File: src/opmc_pkg.sv
// package for the operator panel mode control: timing, lamp modes, carriers
// assumes a 40 MHz system clock
package opmc_pkg;
  localparam int CLK_HZ = 40000000;
  localparam int SELECT_HOLD_MS = 5000;
  localparam int SELECT_HOLD_CYC = (CLK_HZ / 1000) * SELECT_HOLD_MS;
  // short filter keeps a bench press affordable; raise it for bouncy switches
  localparam int DEBOUNCE_US = 100;
  localparam int DEBOUNCE_CYC = (CLK_HZ / 1000000) * DEBOUNCE_US;
  localparam int FLASH_MS = 250;
  localparam int FLASH_CYC = (CLK_HZ / 1000) * FLASH_MS;
  localparam int CONFIRM_FLASHES = 6;
  localparam int NUM_BTN = 4;
  localparam int BTN_MANUAL = 0;
  localparam int BTN_SELECT = 1;
  localparam int BTN_DIR1 = 2;
  localparam int BTN_DIR2 = 3;
  localparam int IRQ_MANUAL = 0;
  localparam int IRQ_SUBMODE = 1;
  localparam int IRQ_LINKLOSS = 2;
  localparam logic [1:0] DIR_RST = 2'h0;
  localparam logic MANUAL_RST = 1'h0;
  localparam logic CONT_RST = 1'h0;

  typedef struct packed {
    logic dir2;
    logic dir1;
  } opmc_dir_t;

  typedef struct packed {
    logic panel_ready;
    logic fault;
    logic group_error;
    logic manual;
    logic dir2;
    logic dir1;
  } opmc_lamp_t;
endpackage : opmc_pkg

File: src/opmc_core.sv
// operator panel mode control: auto/manual switch, jog/continuous, lamps
// assumes panel buttons and key detect are asynchronous pins, active high
//
// The plain strobed port and the placing of the registers were decided locally.
`timescale 1ns/100ps

module opmc_core (
  // clock and reset
  input wire logic clk_sys_i,
  input wire logic rst_i,
  // panel pins
  input wire logic [opmc_pkg::NUM_BTN-1:0] btn_i,
  input wire logic key_present_i,
  input wire logic panel_link_ok_i,
  // relay side state
  input wire opmc_pkg::opmc_dir_t auto_cmd_i,
  input wire logic group_error_i,
  input wire logic fatal_fault_i,
  input wire logic panel_ready_i,
  // register port
  input wire logic [1:0] reg_addr_i,
  input wire logic [7:0] reg_wdata_i,
  input wire logic reg_wr_i,
  input wire logic reg_rd_i,
  output logic [7:0] reg_rdata_o,
  // outputs
  output opmc_pkg::opmc_dir_t relay_o,
  output opmc_pkg::opmc_lamp_t lamp_o,
  output logic irq_o
);
  localparam logic [1:0] ADDR_STATUS = 2'h0;
  localparam logic [1:0] ADDR_CLEAR = 2'h1;
  localparam logic [1:0] ADDR_ENABLE = 2'h2;
  localparam logic [1:0] ADDR_STATE = 2'h3;

  logic [opmc_pkg::NUM_BTN-1:0] btn_s1_q, btn_s2_q, btn_db_q, btn_prev_q, press;
  logic key_s1_q, key_s2_q, link_s1_q, link_s2_q;
  logic manual_q, cont_q, link_trip_q, link_prev_q;
  logic [1:0] dir_q;
  logic [27:0] sel_cnt_q;
  logic sel_done_q;
  logic [23:0] flash_cnt_q;
  logic flash_q;
  logic [3:0] confirm_q;
  logic [2:0] irq_stat_q, irq_en_q;
  logic [2:0] ev;
  logic link_ok;

  // two stages before any logic looks at a pin
  always_ff @(posedge clk_sys_i)
  begin
    btn_s1_q <= btn_i;
    btn_s2_q <= btn_s1_q;
    key_s1_q <= key_present_i;
    key_s2_q <= key_s1_q;
    // preset healthy so a reset release cannot fake a link-loss event
    link_s1_q <= rst_i ? 1'h1 : panel_link_ok_i;
    link_s2_q <= rst_i ? 1'h1 : link_s1_q;
  end
  assign link_ok = link_s2_q;

  // per-button debounce: accept a level only after it is stable
  genvar gi;
  generate
    for (gi = 0; gi < opmc_pkg::NUM_BTN; gi++)
    begin : g_db
      logic [18:0] cnt_q;
      always_ff @(posedge clk_sys_i)
      begin
        if (rst_i)
        begin
          cnt_q <= 19'h0;
          btn_db_q[gi] <= 1'h0;
        end
        else if (btn_s2_q[gi] == btn_db_q[gi])
          cnt_q <= 19'h0;
        else if (cnt_q == 19'(opmc_pkg::DEBOUNCE_CYC - 1))
        begin
          cnt_q <= 19'h0;
          btn_db_q[gi] <= btn_s2_q[gi];
        end
        else
          cnt_q <= cnt_q + 19'h1;
      end
    end
  endgenerate

  always_ff @(posedge clk_sys_i)
  begin
    if (rst_i)
      btn_prev_q <= '0;
    else
      btn_prev_q <= btn_db_q;
  end
  // press edges only count with the key inserted
  assign press = (btn_db_q & ~btn_prev_q) & {opmc_pkg::NUM_BTN{key_s2_q}};

  // auto/manual mode; return to auto refused while a relay is on
  always_ff @(posedge clk_sys_i)
  begin
    if (rst_i)
      manual_q <= opmc_pkg::MANUAL_RST;
    else if (press[opmc_pkg::BTN_MANUAL])
    begin
      if (!manual_q)
        manual_q <= 1'h1;
      else if (dir_q == 2'h0)
        manual_q <= 1'h0;
    end
  end

  // select hold timer, one toggle per hold
  always_ff @(posedge clk_sys_i)
  begin
    if (rst_i)
    begin
      sel_cnt_q <= 28'h0;
      sel_done_q <= 1'h0;
      cont_q <= opmc_pkg::CONT_RST;
    end
    else if (!(manual_q && key_s2_q && btn_db_q[opmc_pkg::BTN_SELECT]))
    begin
      sel_cnt_q <= 28'h0;
      sel_done_q <= 1'h0;
    end
    else if (!sel_done_q)
    begin
      if (sel_cnt_q == 28'(opmc_pkg::SELECT_HOLD_CYC))
      begin
        cont_q <= ~cont_q;
        sel_done_q <= 1'h1;
      end
      else
        sel_cnt_q <= sel_cnt_q + 28'h1;
    end
  end

  // link loss trip latch, cleared on leaving manual mode
  always_ff @(posedge clk_sys_i)
  begin
    if (rst_i)
    begin
      link_trip_q <= 1'h0;
      link_prev_q <= 1'h1;
    end
    else
    begin
      link_prev_q <= link_ok;
      if (manual_q && !link_ok)
        link_trip_q <= 1'h1;
      else if (!manual_q)
        link_trip_q <= 1'h0;
    end
  end

  // manual direction state; both directions never on together
  always_ff @(posedge clk_sys_i)
  begin
    if (rst_i || !manual_q || link_trip_q || !link_ok)
      dir_q <= opmc_pkg::DIR_RST;
    else if (!cont_q)
    begin
      if (key_s2_q && btn_db_q[opmc_pkg::BTN_DIR1] && !btn_db_q[opmc_pkg::BTN_DIR2])
        dir_q <= 2'h1;
      else if (key_s2_q && btn_db_q[opmc_pkg::BTN_DIR2] && !btn_db_q[opmc_pkg::BTN_DIR1])
        dir_q <= 2'h2;
      else
        dir_q <= 2'h0;
    end
    else if (press[opmc_pkg::BTN_DIR1])
      dir_q <= dir_q[0] ? 2'h0 : 2'h1;
    else if (press[opmc_pkg::BTN_DIR2])
      dir_q <= dir_q[1] ? 2'h0 : 2'h2;
  end

  // relay drive: panel in manual, process image in auto
  always_ff @(posedge clk_sys_i)
  begin
    if (rst_i)
      relay_o <= '0;
    else if (manual_q)
      relay_o <= {dir_q[1], dir_q[0]};
    else if (auto_cmd_i.dir1 && auto_cmd_i.dir2)
      relay_o <= '0;
    else
      relay_o <= auto_cmd_i;
  end

  // flash base and submode confirm burst
  always_ff @(posedge clk_sys_i)
  begin
    if (rst_i)
    begin
      flash_cnt_q <= 24'h0;
      flash_q <= 1'h0;
    end
    else if (flash_cnt_q == 24'(opmc_pkg::FLASH_CYC - 1))
    begin
      flash_cnt_q <= 24'h0;
      flash_q <= ~flash_q;
    end
    else
      flash_cnt_q <= flash_cnt_q + 24'h1;
  end

  always_ff @(posedge clk_sys_i)
  begin
    if (rst_i)
      confirm_q <= 4'h0;
    else if (ev[opmc_pkg::IRQ_SUBMODE])
      confirm_q <= 4'(opmc_pkg::CONFIRM_FLASHES);
    else if (confirm_q != 4'h0 && flash_cnt_q == 24'h0)
      confirm_q <= confirm_q - 4'h1;
  end

  // direction lamps track relay outputs in every mode
  always_ff @(posedge clk_sys_i)
  begin
    if (rst_i)
      lamp_o <= '0;
    else
    begin
      lamp_o.dir1 <= relay_o.dir1;
      lamp_o.dir2 <= relay_o.dir2;
      lamp_o.manual <= (confirm_q != 4'h0) ? confirm_q[0] : manual_q;
      lamp_o.group_error <= group_error_i || link_trip_q;
      lamp_o.fault <= !link_ok ? 1'h1 : (fatal_fault_i & flash_q);
      lamp_o.panel_ready <= panel_ready_i && link_ok;
    end
  end

  // events: manual toggle, submode toggle, link loss
  assign ev[opmc_pkg::IRQ_MANUAL] = press[opmc_pkg::BTN_MANUAL] && (!manual_q || dir_q == 2'h0);
  assign ev[opmc_pkg::IRQ_SUBMODE] = manual_q && key_s2_q && btn_db_q[opmc_pkg::BTN_SELECT]
    && !sel_done_q && sel_cnt_q == 28'(opmc_pkg::SELECT_HOLD_CYC);
  assign ev[opmc_pkg::IRQ_LINKLOSS] = link_prev_q && !link_ok;

  // sticky status: a set in the clear cycle wins
  always_ff @(posedge clk_sys_i)
  begin
    if (rst_i)
    begin
      irq_stat_q <= 3'h0;
      irq_en_q <= 3'h0;
    end
    else
    begin
      if (reg_wr_i && reg_addr_i == ADDR_CLEAR)
        irq_stat_q <= (irq_stat_q & ~reg_wdata_i[2:0]) | ev;
      else
        irq_stat_q <= irq_stat_q | ev;
      if (reg_wr_i && reg_addr_i == ADDR_ENABLE)
        irq_en_q <= reg_wdata_i[2:0];
    end
  end

  always_ff @(posedge clk_sys_i)
  begin
    if (rst_i)
      irq_o <= 1'h0;
    else
      irq_o <= |(irq_stat_q & irq_en_q);
  end

  always_ff @(posedge clk_sys_i)
  begin
    if (rst_i)
      reg_rdata_o <= 8'h0;
    else if (reg_rd_i)
      case (reg_addr_i)
        ADDR_STATUS: reg_rdata_o <= {5'h0, irq_stat_q};
        ADDR_ENABLE: reg_rdata_o <= {5'h0, irq_en_q};
        ADDR_STATE: reg_rdata_o <= {2'h0, key_s2_q, link_trip_q, dir_q, cont_q, manual_q};
        default: reg_rdata_o <= 8'h0;
      endcase
    else
      reg_rdata_o <= 8'h0;
  end

  // checks
  one_dir_a: assert property (@(posedge clk_sys_i) disable iff (rst_i)
    !(relay_o.dir1 && relay_o.dir2)) else $error("both relays on");
  no_key_a: assert property (@(posedge clk_sys_i) disable iff (rst_i)
    !key_s2_q && !cont_q |=> dir_q == 2'h0) else $error("direction on without key");
  jog_release_a: assert property (@(posedge clk_sys_i) disable iff (rst_i)
    manual_q && !cont_q && !btn_db_q[opmc_pkg::BTN_DIR1] |=> !dir_q[0])
    else $error("jog relay held after release");
  cont_toggle_a: assert property (@(posedge clk_sys_i) disable iff (rst_i)
    manual_q && cont_q && link_ok && !link_trip_q && press[opmc_pkg::BTN_DIR1] && dir_q[0]
    |=> dir_q == 2'h0) else $error("continuous stop missed");
  auto_follow_a: assert property (@(posedge clk_sys_i) disable iff (rst_i)
    !manual_q && !(auto_cmd_i.dir1 && auto_cmd_i.dir2) |=> relay_o == $past(auto_cmd_i))
    else $error("auto command not applied");
  leave_busy_a: assert property (@(posedge clk_sys_i) disable iff (rst_i)
    manual_q && dir_q != 2'h0 && press[opmc_pkg::BTN_MANUAL] |=> manual_q)
    else $error("left manual with relay on");
  link_trip_a: assert property (@(posedge clk_sys_i) disable iff (rst_i)
    manual_q && !link_ok |=> ##1 lamp_o.group_error && relay_o == '0)
    else $error("link loss not tripped");
  fault_lamp_a: assert property (@(posedge clk_sys_i) disable iff (rst_i)
    !link_ok |=> lamp_o.fault) else $error("fault lamp dark on link loss");
  dir_lamp_a: assert property (@(posedge clk_sys_i) disable iff (rst_i)
    ##1 lamp_o.dir1 == $past(relay_o.dir1)) else $error("direction lamp wrong");
  jog_reset_a: assert property (@(posedge clk_sys_i)
    $fell(rst_i) |-> !cont_q) else $error("not jog after reset");
  manual_lamp_a: assert property (@(posedge clk_sys_i) disable iff (rst_i)
    $rose(manual_q) && confirm_q == 4'h0 |=> lamp_o.manual) else $error("manual lamp dark");
  group_lamp_a: assert property (@(posedge clk_sys_i) disable iff (rst_i)
    group_error_i |=> lamp_o.group_error) else $error("group error lamp dark");

  enter_manual_c: cover property (@(posedge clk_sys_i) disable iff (rst_i) $rose(manual_q));
  submode_c: cover property (@(posedge clk_sys_i) disable iff (rst_i) $rose(cont_q));
  cont_run_c: cover property (@(posedge clk_sys_i) disable iff (rst_i) cont_q && dir_q != 2'h0);
  back_auto_c: cover property (@(posedge clk_sys_i) disable iff (rst_i) $fell(manual_q));
endmodule : opmc_core

File: config.mk
export PLATFORM = sky130hd
export DESIGN_NAME = opmc_core
export DESIGN_NICKNAME = d
export VERILOG_FILES = /design/src/opmc_pkg.sv /design/src/opmc_core.sv
export SDC_FILE = /design/constraint.sdc
export NUM_CORES = 1
export LEC_CHECK = 0
export ABC_CLOCK_PERIOD_IN_PS = 3020
export BUFFER_PORTS_ARGS = -buffer_cell sky130_fd_sc_hd__buf_4
export CAP_MARGIN = 15
export CORE_ASPECT_RATIO = 0.75
export CORE_UTILIZATION = 55
export CTS_BUF_LIST = sky130_fd_sc_hd__clkbuf_4 sky130_fd_sc_hd__clkbuf_8
export CTS_CLUSTER_DIAMETER = 40
export DETAILED_ROUTE_END_ITERATION = 8
export PLACE_DENSITY = 0.72
export SETUP_SLACK_MARGIN = 0.15
export SYNTH_ARGS = -nofsm -noshare
export SYNTH_HDL_FRONTEND = slang
export SYNTH_SLANG_ARGS = --single-unit
File: constraint.sdc
create_clock -name clk_sys_i -period 3.02 [get_ports clk_sys_i]
set_input_delay 0.151 -clock clk_sys_i [delete_from_list [all_inputs] [get_ports clk_sys_i]]
set_output_delay 0.151 -clock clk_sys_i [all_outputs]
set_load 0.05 [all_outputs]
==> metrics <==
status=finished clean; CORE AREA=13900 µm²; CP Data Arrival Time=around 2.5 ns; Worst EP required=roughly 3.4 ns; Leakage=between 0.002 and 0.003 µW; post-DP HPWL=roughly 11000 µm; Post-Synthesis Cells=just over 900; layout cell share with drive strength beyond 1=between 9 and 10%; DRT Wirelength=roughly 16000 µm; M2 GR Usage=a little over a third; global route total overflow=0; CTS Buf Count=17; Final Cycle Share=around 71%; max_cap viols=0; first-pass GRT wire length=roughly 27000 µm; Post-DP Area=around 8400 µm²; worst slew pin tran=approximately 0.66 ns; # diodes=0; area of the die=14900 µm²; register area share after synthesis=between 40% and 50%; largest net degree at the start of global routing=37; via/cell ratio=between 5 and 6; # rows=37; DR DRC count=0; hold_ws=between 0.1 and 0.15 ns; CP max FO=19; H-tree levels=4; critical path class=reg -> reg; hold crit path type=in -> reg; via count=6466; WP buf/inv=0; Initial DRC Count=between 300 and 400; Layout area overhead=12.1%; post-route ant nets=0; CTS tree=done; Synth Area per Inst=slightly below 9 µm²; Placement Setup Slack=approximately 0.87 ns; Yosys cell types=55; Power, Total=about 4400 µW; Startpoint Class=flop; peak supply drop=between 0.3 and 0.4 mV; layout net count=994; root buf cell=clkbuf_8; Max Root-Sink Buffers=2; Worst-path clk slew=approximately 0.090 ns; Fmax=0.464 GHz; Die Y-Extent=approximately 110 µm; Worst setup EP type=flop; async set or reset register ratio after synthesis=0%; number of global-route vias before repair=about 5800; routing usage on met3=between 4 and 5%; predominant post-synthesis flop cell=dfxtp_1; post-CTS sizing=0; setup TNS=0 ns; delay-heaviest family, CP=simple AND/OR/NAND/NOR gates; # port buffers=34; post-route cell area=between 8000 and 9000 µm²; Post-Syn Area=around 7900 µm²; global routing's busiest layer=met2; Slew Limit Fails=0; I/O pin count=42; met1 Track Usage GR=31.3%; antenna violations before repair=0; Power Dens Cells=~490 nW/µm²; slowest CP cell=or4_4; slowest cell delay on critical path=0.56 ns; Final Hold Viols=0; Clock Sinks=180; initial core utilization=between 50% and 60%; Pre-antenna DRT Iters=5; Final setup viols=0; #FFs+latches synth=180; GRT Util Overall=roughly 23%; internal reg-to-reg setup slack=roughly 0.87 ns; setup ws final=approximately 0.87 ns; GP Congestion=approximately 0.83; crit-path cells=or4_1 -> or4_4 -> o211ai_4 -> nor2_1; number of synthesized flops with an enable pin=0; RSZ-0062 raised after global routing=false; Yosys warning count=0; final worst path period need=2.15 ns; Avg WL per Cell=~14 µm; clk_lat worst skew=roughly 0.46 ns; clock skew=0.00797 ns; Slew headroom=roughly 56%; Horiz. Die Dim=~140 µm
==> Yosys cell counts (10+ instances only) <==
master    count  share of area, %
nand2_1      62               2.9
or3_1        21               1.7
nand2b_1     13               1.0
nor2_1      118               5.6
inv_1        32               1.5
or4_1        28               2.6
ha_1         10               1.6
o21ai_0      26               1.6
a21oi_1      49               3.1
nand4_1      35               2.8
nor3_1       27               1.7
xnor2_1      52               5.7
clkbuf_1     28               1.3
nor4_1       28               2.2
nand3_1      42               2.6
xor2_1       22               2.4
mux2i_1      11               1.4
o31ai_1      19               1.8
dfxtp_1     180                45
and3_1       11              0.87
==> layout by cell type, fill, tap and decap left out, types with 3 or more instances in the layout <==
| cell | synthesis | layout |
|---|---|---|
| clkbuf_8 | 0 | 19 |
| o31ai_1 | 19 | 18 |
| mux2i_1 | 11 | 11 |
| nor3_1 | 27 | 27 |
| and4_1 | 8 | 8 |
| inv_1 | 32 | 32 |
| nor2_1 | 118 | 118 |
| nor4b_1 | 3 | 3 |
| nand3_1 | 42 | 42 |
| dlygate4sd3_1 | 0 | 16 |
| nand2b_1 | 13 | 13 |
| nand2_1 | 62 | 62 |
| o41ai_1 | 5 | 5 |
| or2_2 | 9 | 9 |
| nor3b_1 | 5 | 5 |
| and3_1 | 11 | 11 |
| or4b_2 | 3 | 3 |
| or4_1 | 28 | 28 |
| buf_4 | 2 | 42 |
| nand4_1 | 35 | 35 |
| o21ai_0 | 26 | 26 |
| clkinvlp_4 | 0 | 4 |
| a22oi_1 | 5 | 5 |
| clkinv_2 | 0 | 3 |
| nor4_1 | 28 | 28 |
| ha_1 | 10 | 10 |
| nor2b_1 | 9 | 9 |
| xnor2_1 | 52 | 52 |
| mux2_2 | 3 | 3 |
| dfxtp_1 | 180 | 180 |
| nand4b_1 | 5 | 5 |
| o21a_1 | 5 | 5 |
| clkbuf_4 | 0 | 3 |
| xor2_1 | 22 | 22 |
| a21oi_1 | 49 | 49 |
| o311ai_0 | 6 | 6 |
| or3_1 | 21 | 21 |
| and2_1 | 5 | 5 |
==> metrics by stage <==
stage / util, % / instances
after floorplan: - / 914
after global placement: 60.1 / 1099
after detailed placement: 60.1 / 1099
final: 64.1 / 1146
after CTS: 64.1 / 1146
after global routing: 64.1 / 1146
==> kinds of logic (layout without fill, tap and decap cells) <==
logic type / Yosys count / count (layout) / synth area share, %
xor gates and xnor gates: 74 / 74 / 8.16
AOI/OAI and AO/OA: 125 / 125 / 9.89
adders and majority gates: 10 / 10 / 1.58
muxes: 14 / 14 / 1.81
other: 1 / 2 / 0.0472
and+or+nand+nor: 445 / 445 / 29.9
buffers and inverters: 64 / 121 / 3.21
DFF: 180 / 180 / 45.4
==> path summary, 6_finish.rpt <==
check                     from          endpoint  cells after the start
max          g_db[0].cnt_q[16]  g_db[0].cnt_q[4]                      4
min                      rst_i     btn_prev_q[2]                      2
max reg2reg  g_db[0].cnt_q[16]  g_db[0].cnt_q[4]                      4
min reg2reg        btn_s1_q[0]       btn_s2_q[0]                      0
==> registers in the layout, indices dropped and copies added, names as in the netlist, 2 cells and up <==
| name | flops |
|---|---|
| reg_rdata_o | 6 |
| btn_s1_q | 4 |
| confirm_q | 4 |
| g_db.cnt_q | 76 |
| btn_db_q | 4 |
| btn_s2_q | 4 |
| btn_prev_q | 3 |
| relay_o | 2 |
| lamp_o | 6 |
| flash_cnt_q | 24 |
| dir_q | 2 |
| sel_cnt_q | 28 |
| irq_en_q | 3 |
| irq_stat_q | 3 |
==> final cells by class <==
cell class	count	area [µm²]
multi-input cells	670	4090
well taps	175	219
clock inverters	9	105
inverters	32	120
clock buffers	22	284
fillers	1208	4990
flip-flops and latches	180	3600
repair buffers	58	475
==> report_power, final <==
group,internal (µW),leakage (µW),switching (µW),total [µW]
clock network,796,0.000191,822,1620
registers,2420,0.00146,32.1,2450
logic,125,0.00122,189,315
==> worst reg2reg max path, stage by stage, from the launching register on <==
cell and delay (ns):
dfxtp_1 0.34, or4_1 0.52, or4_4 0.56, o211ai_4 0.50, nor2_1 0.11
==> what timing repair did <==
item / in CTS / in global routing
setup endpoints to repair: 0 / 0
hold endpoints to repair: 17 / 0
buffers inserted: 0 / 0
hold buffers: 16 / 0
==> routing by layer <==
layer	up-vias	routed length (µm)
met4	0	245
met2	89	6780
met3	20	507
met5	-	0
li1	3355	-
met1	3002	8250
Note: power is estimated with default switching activity, not from simulation.
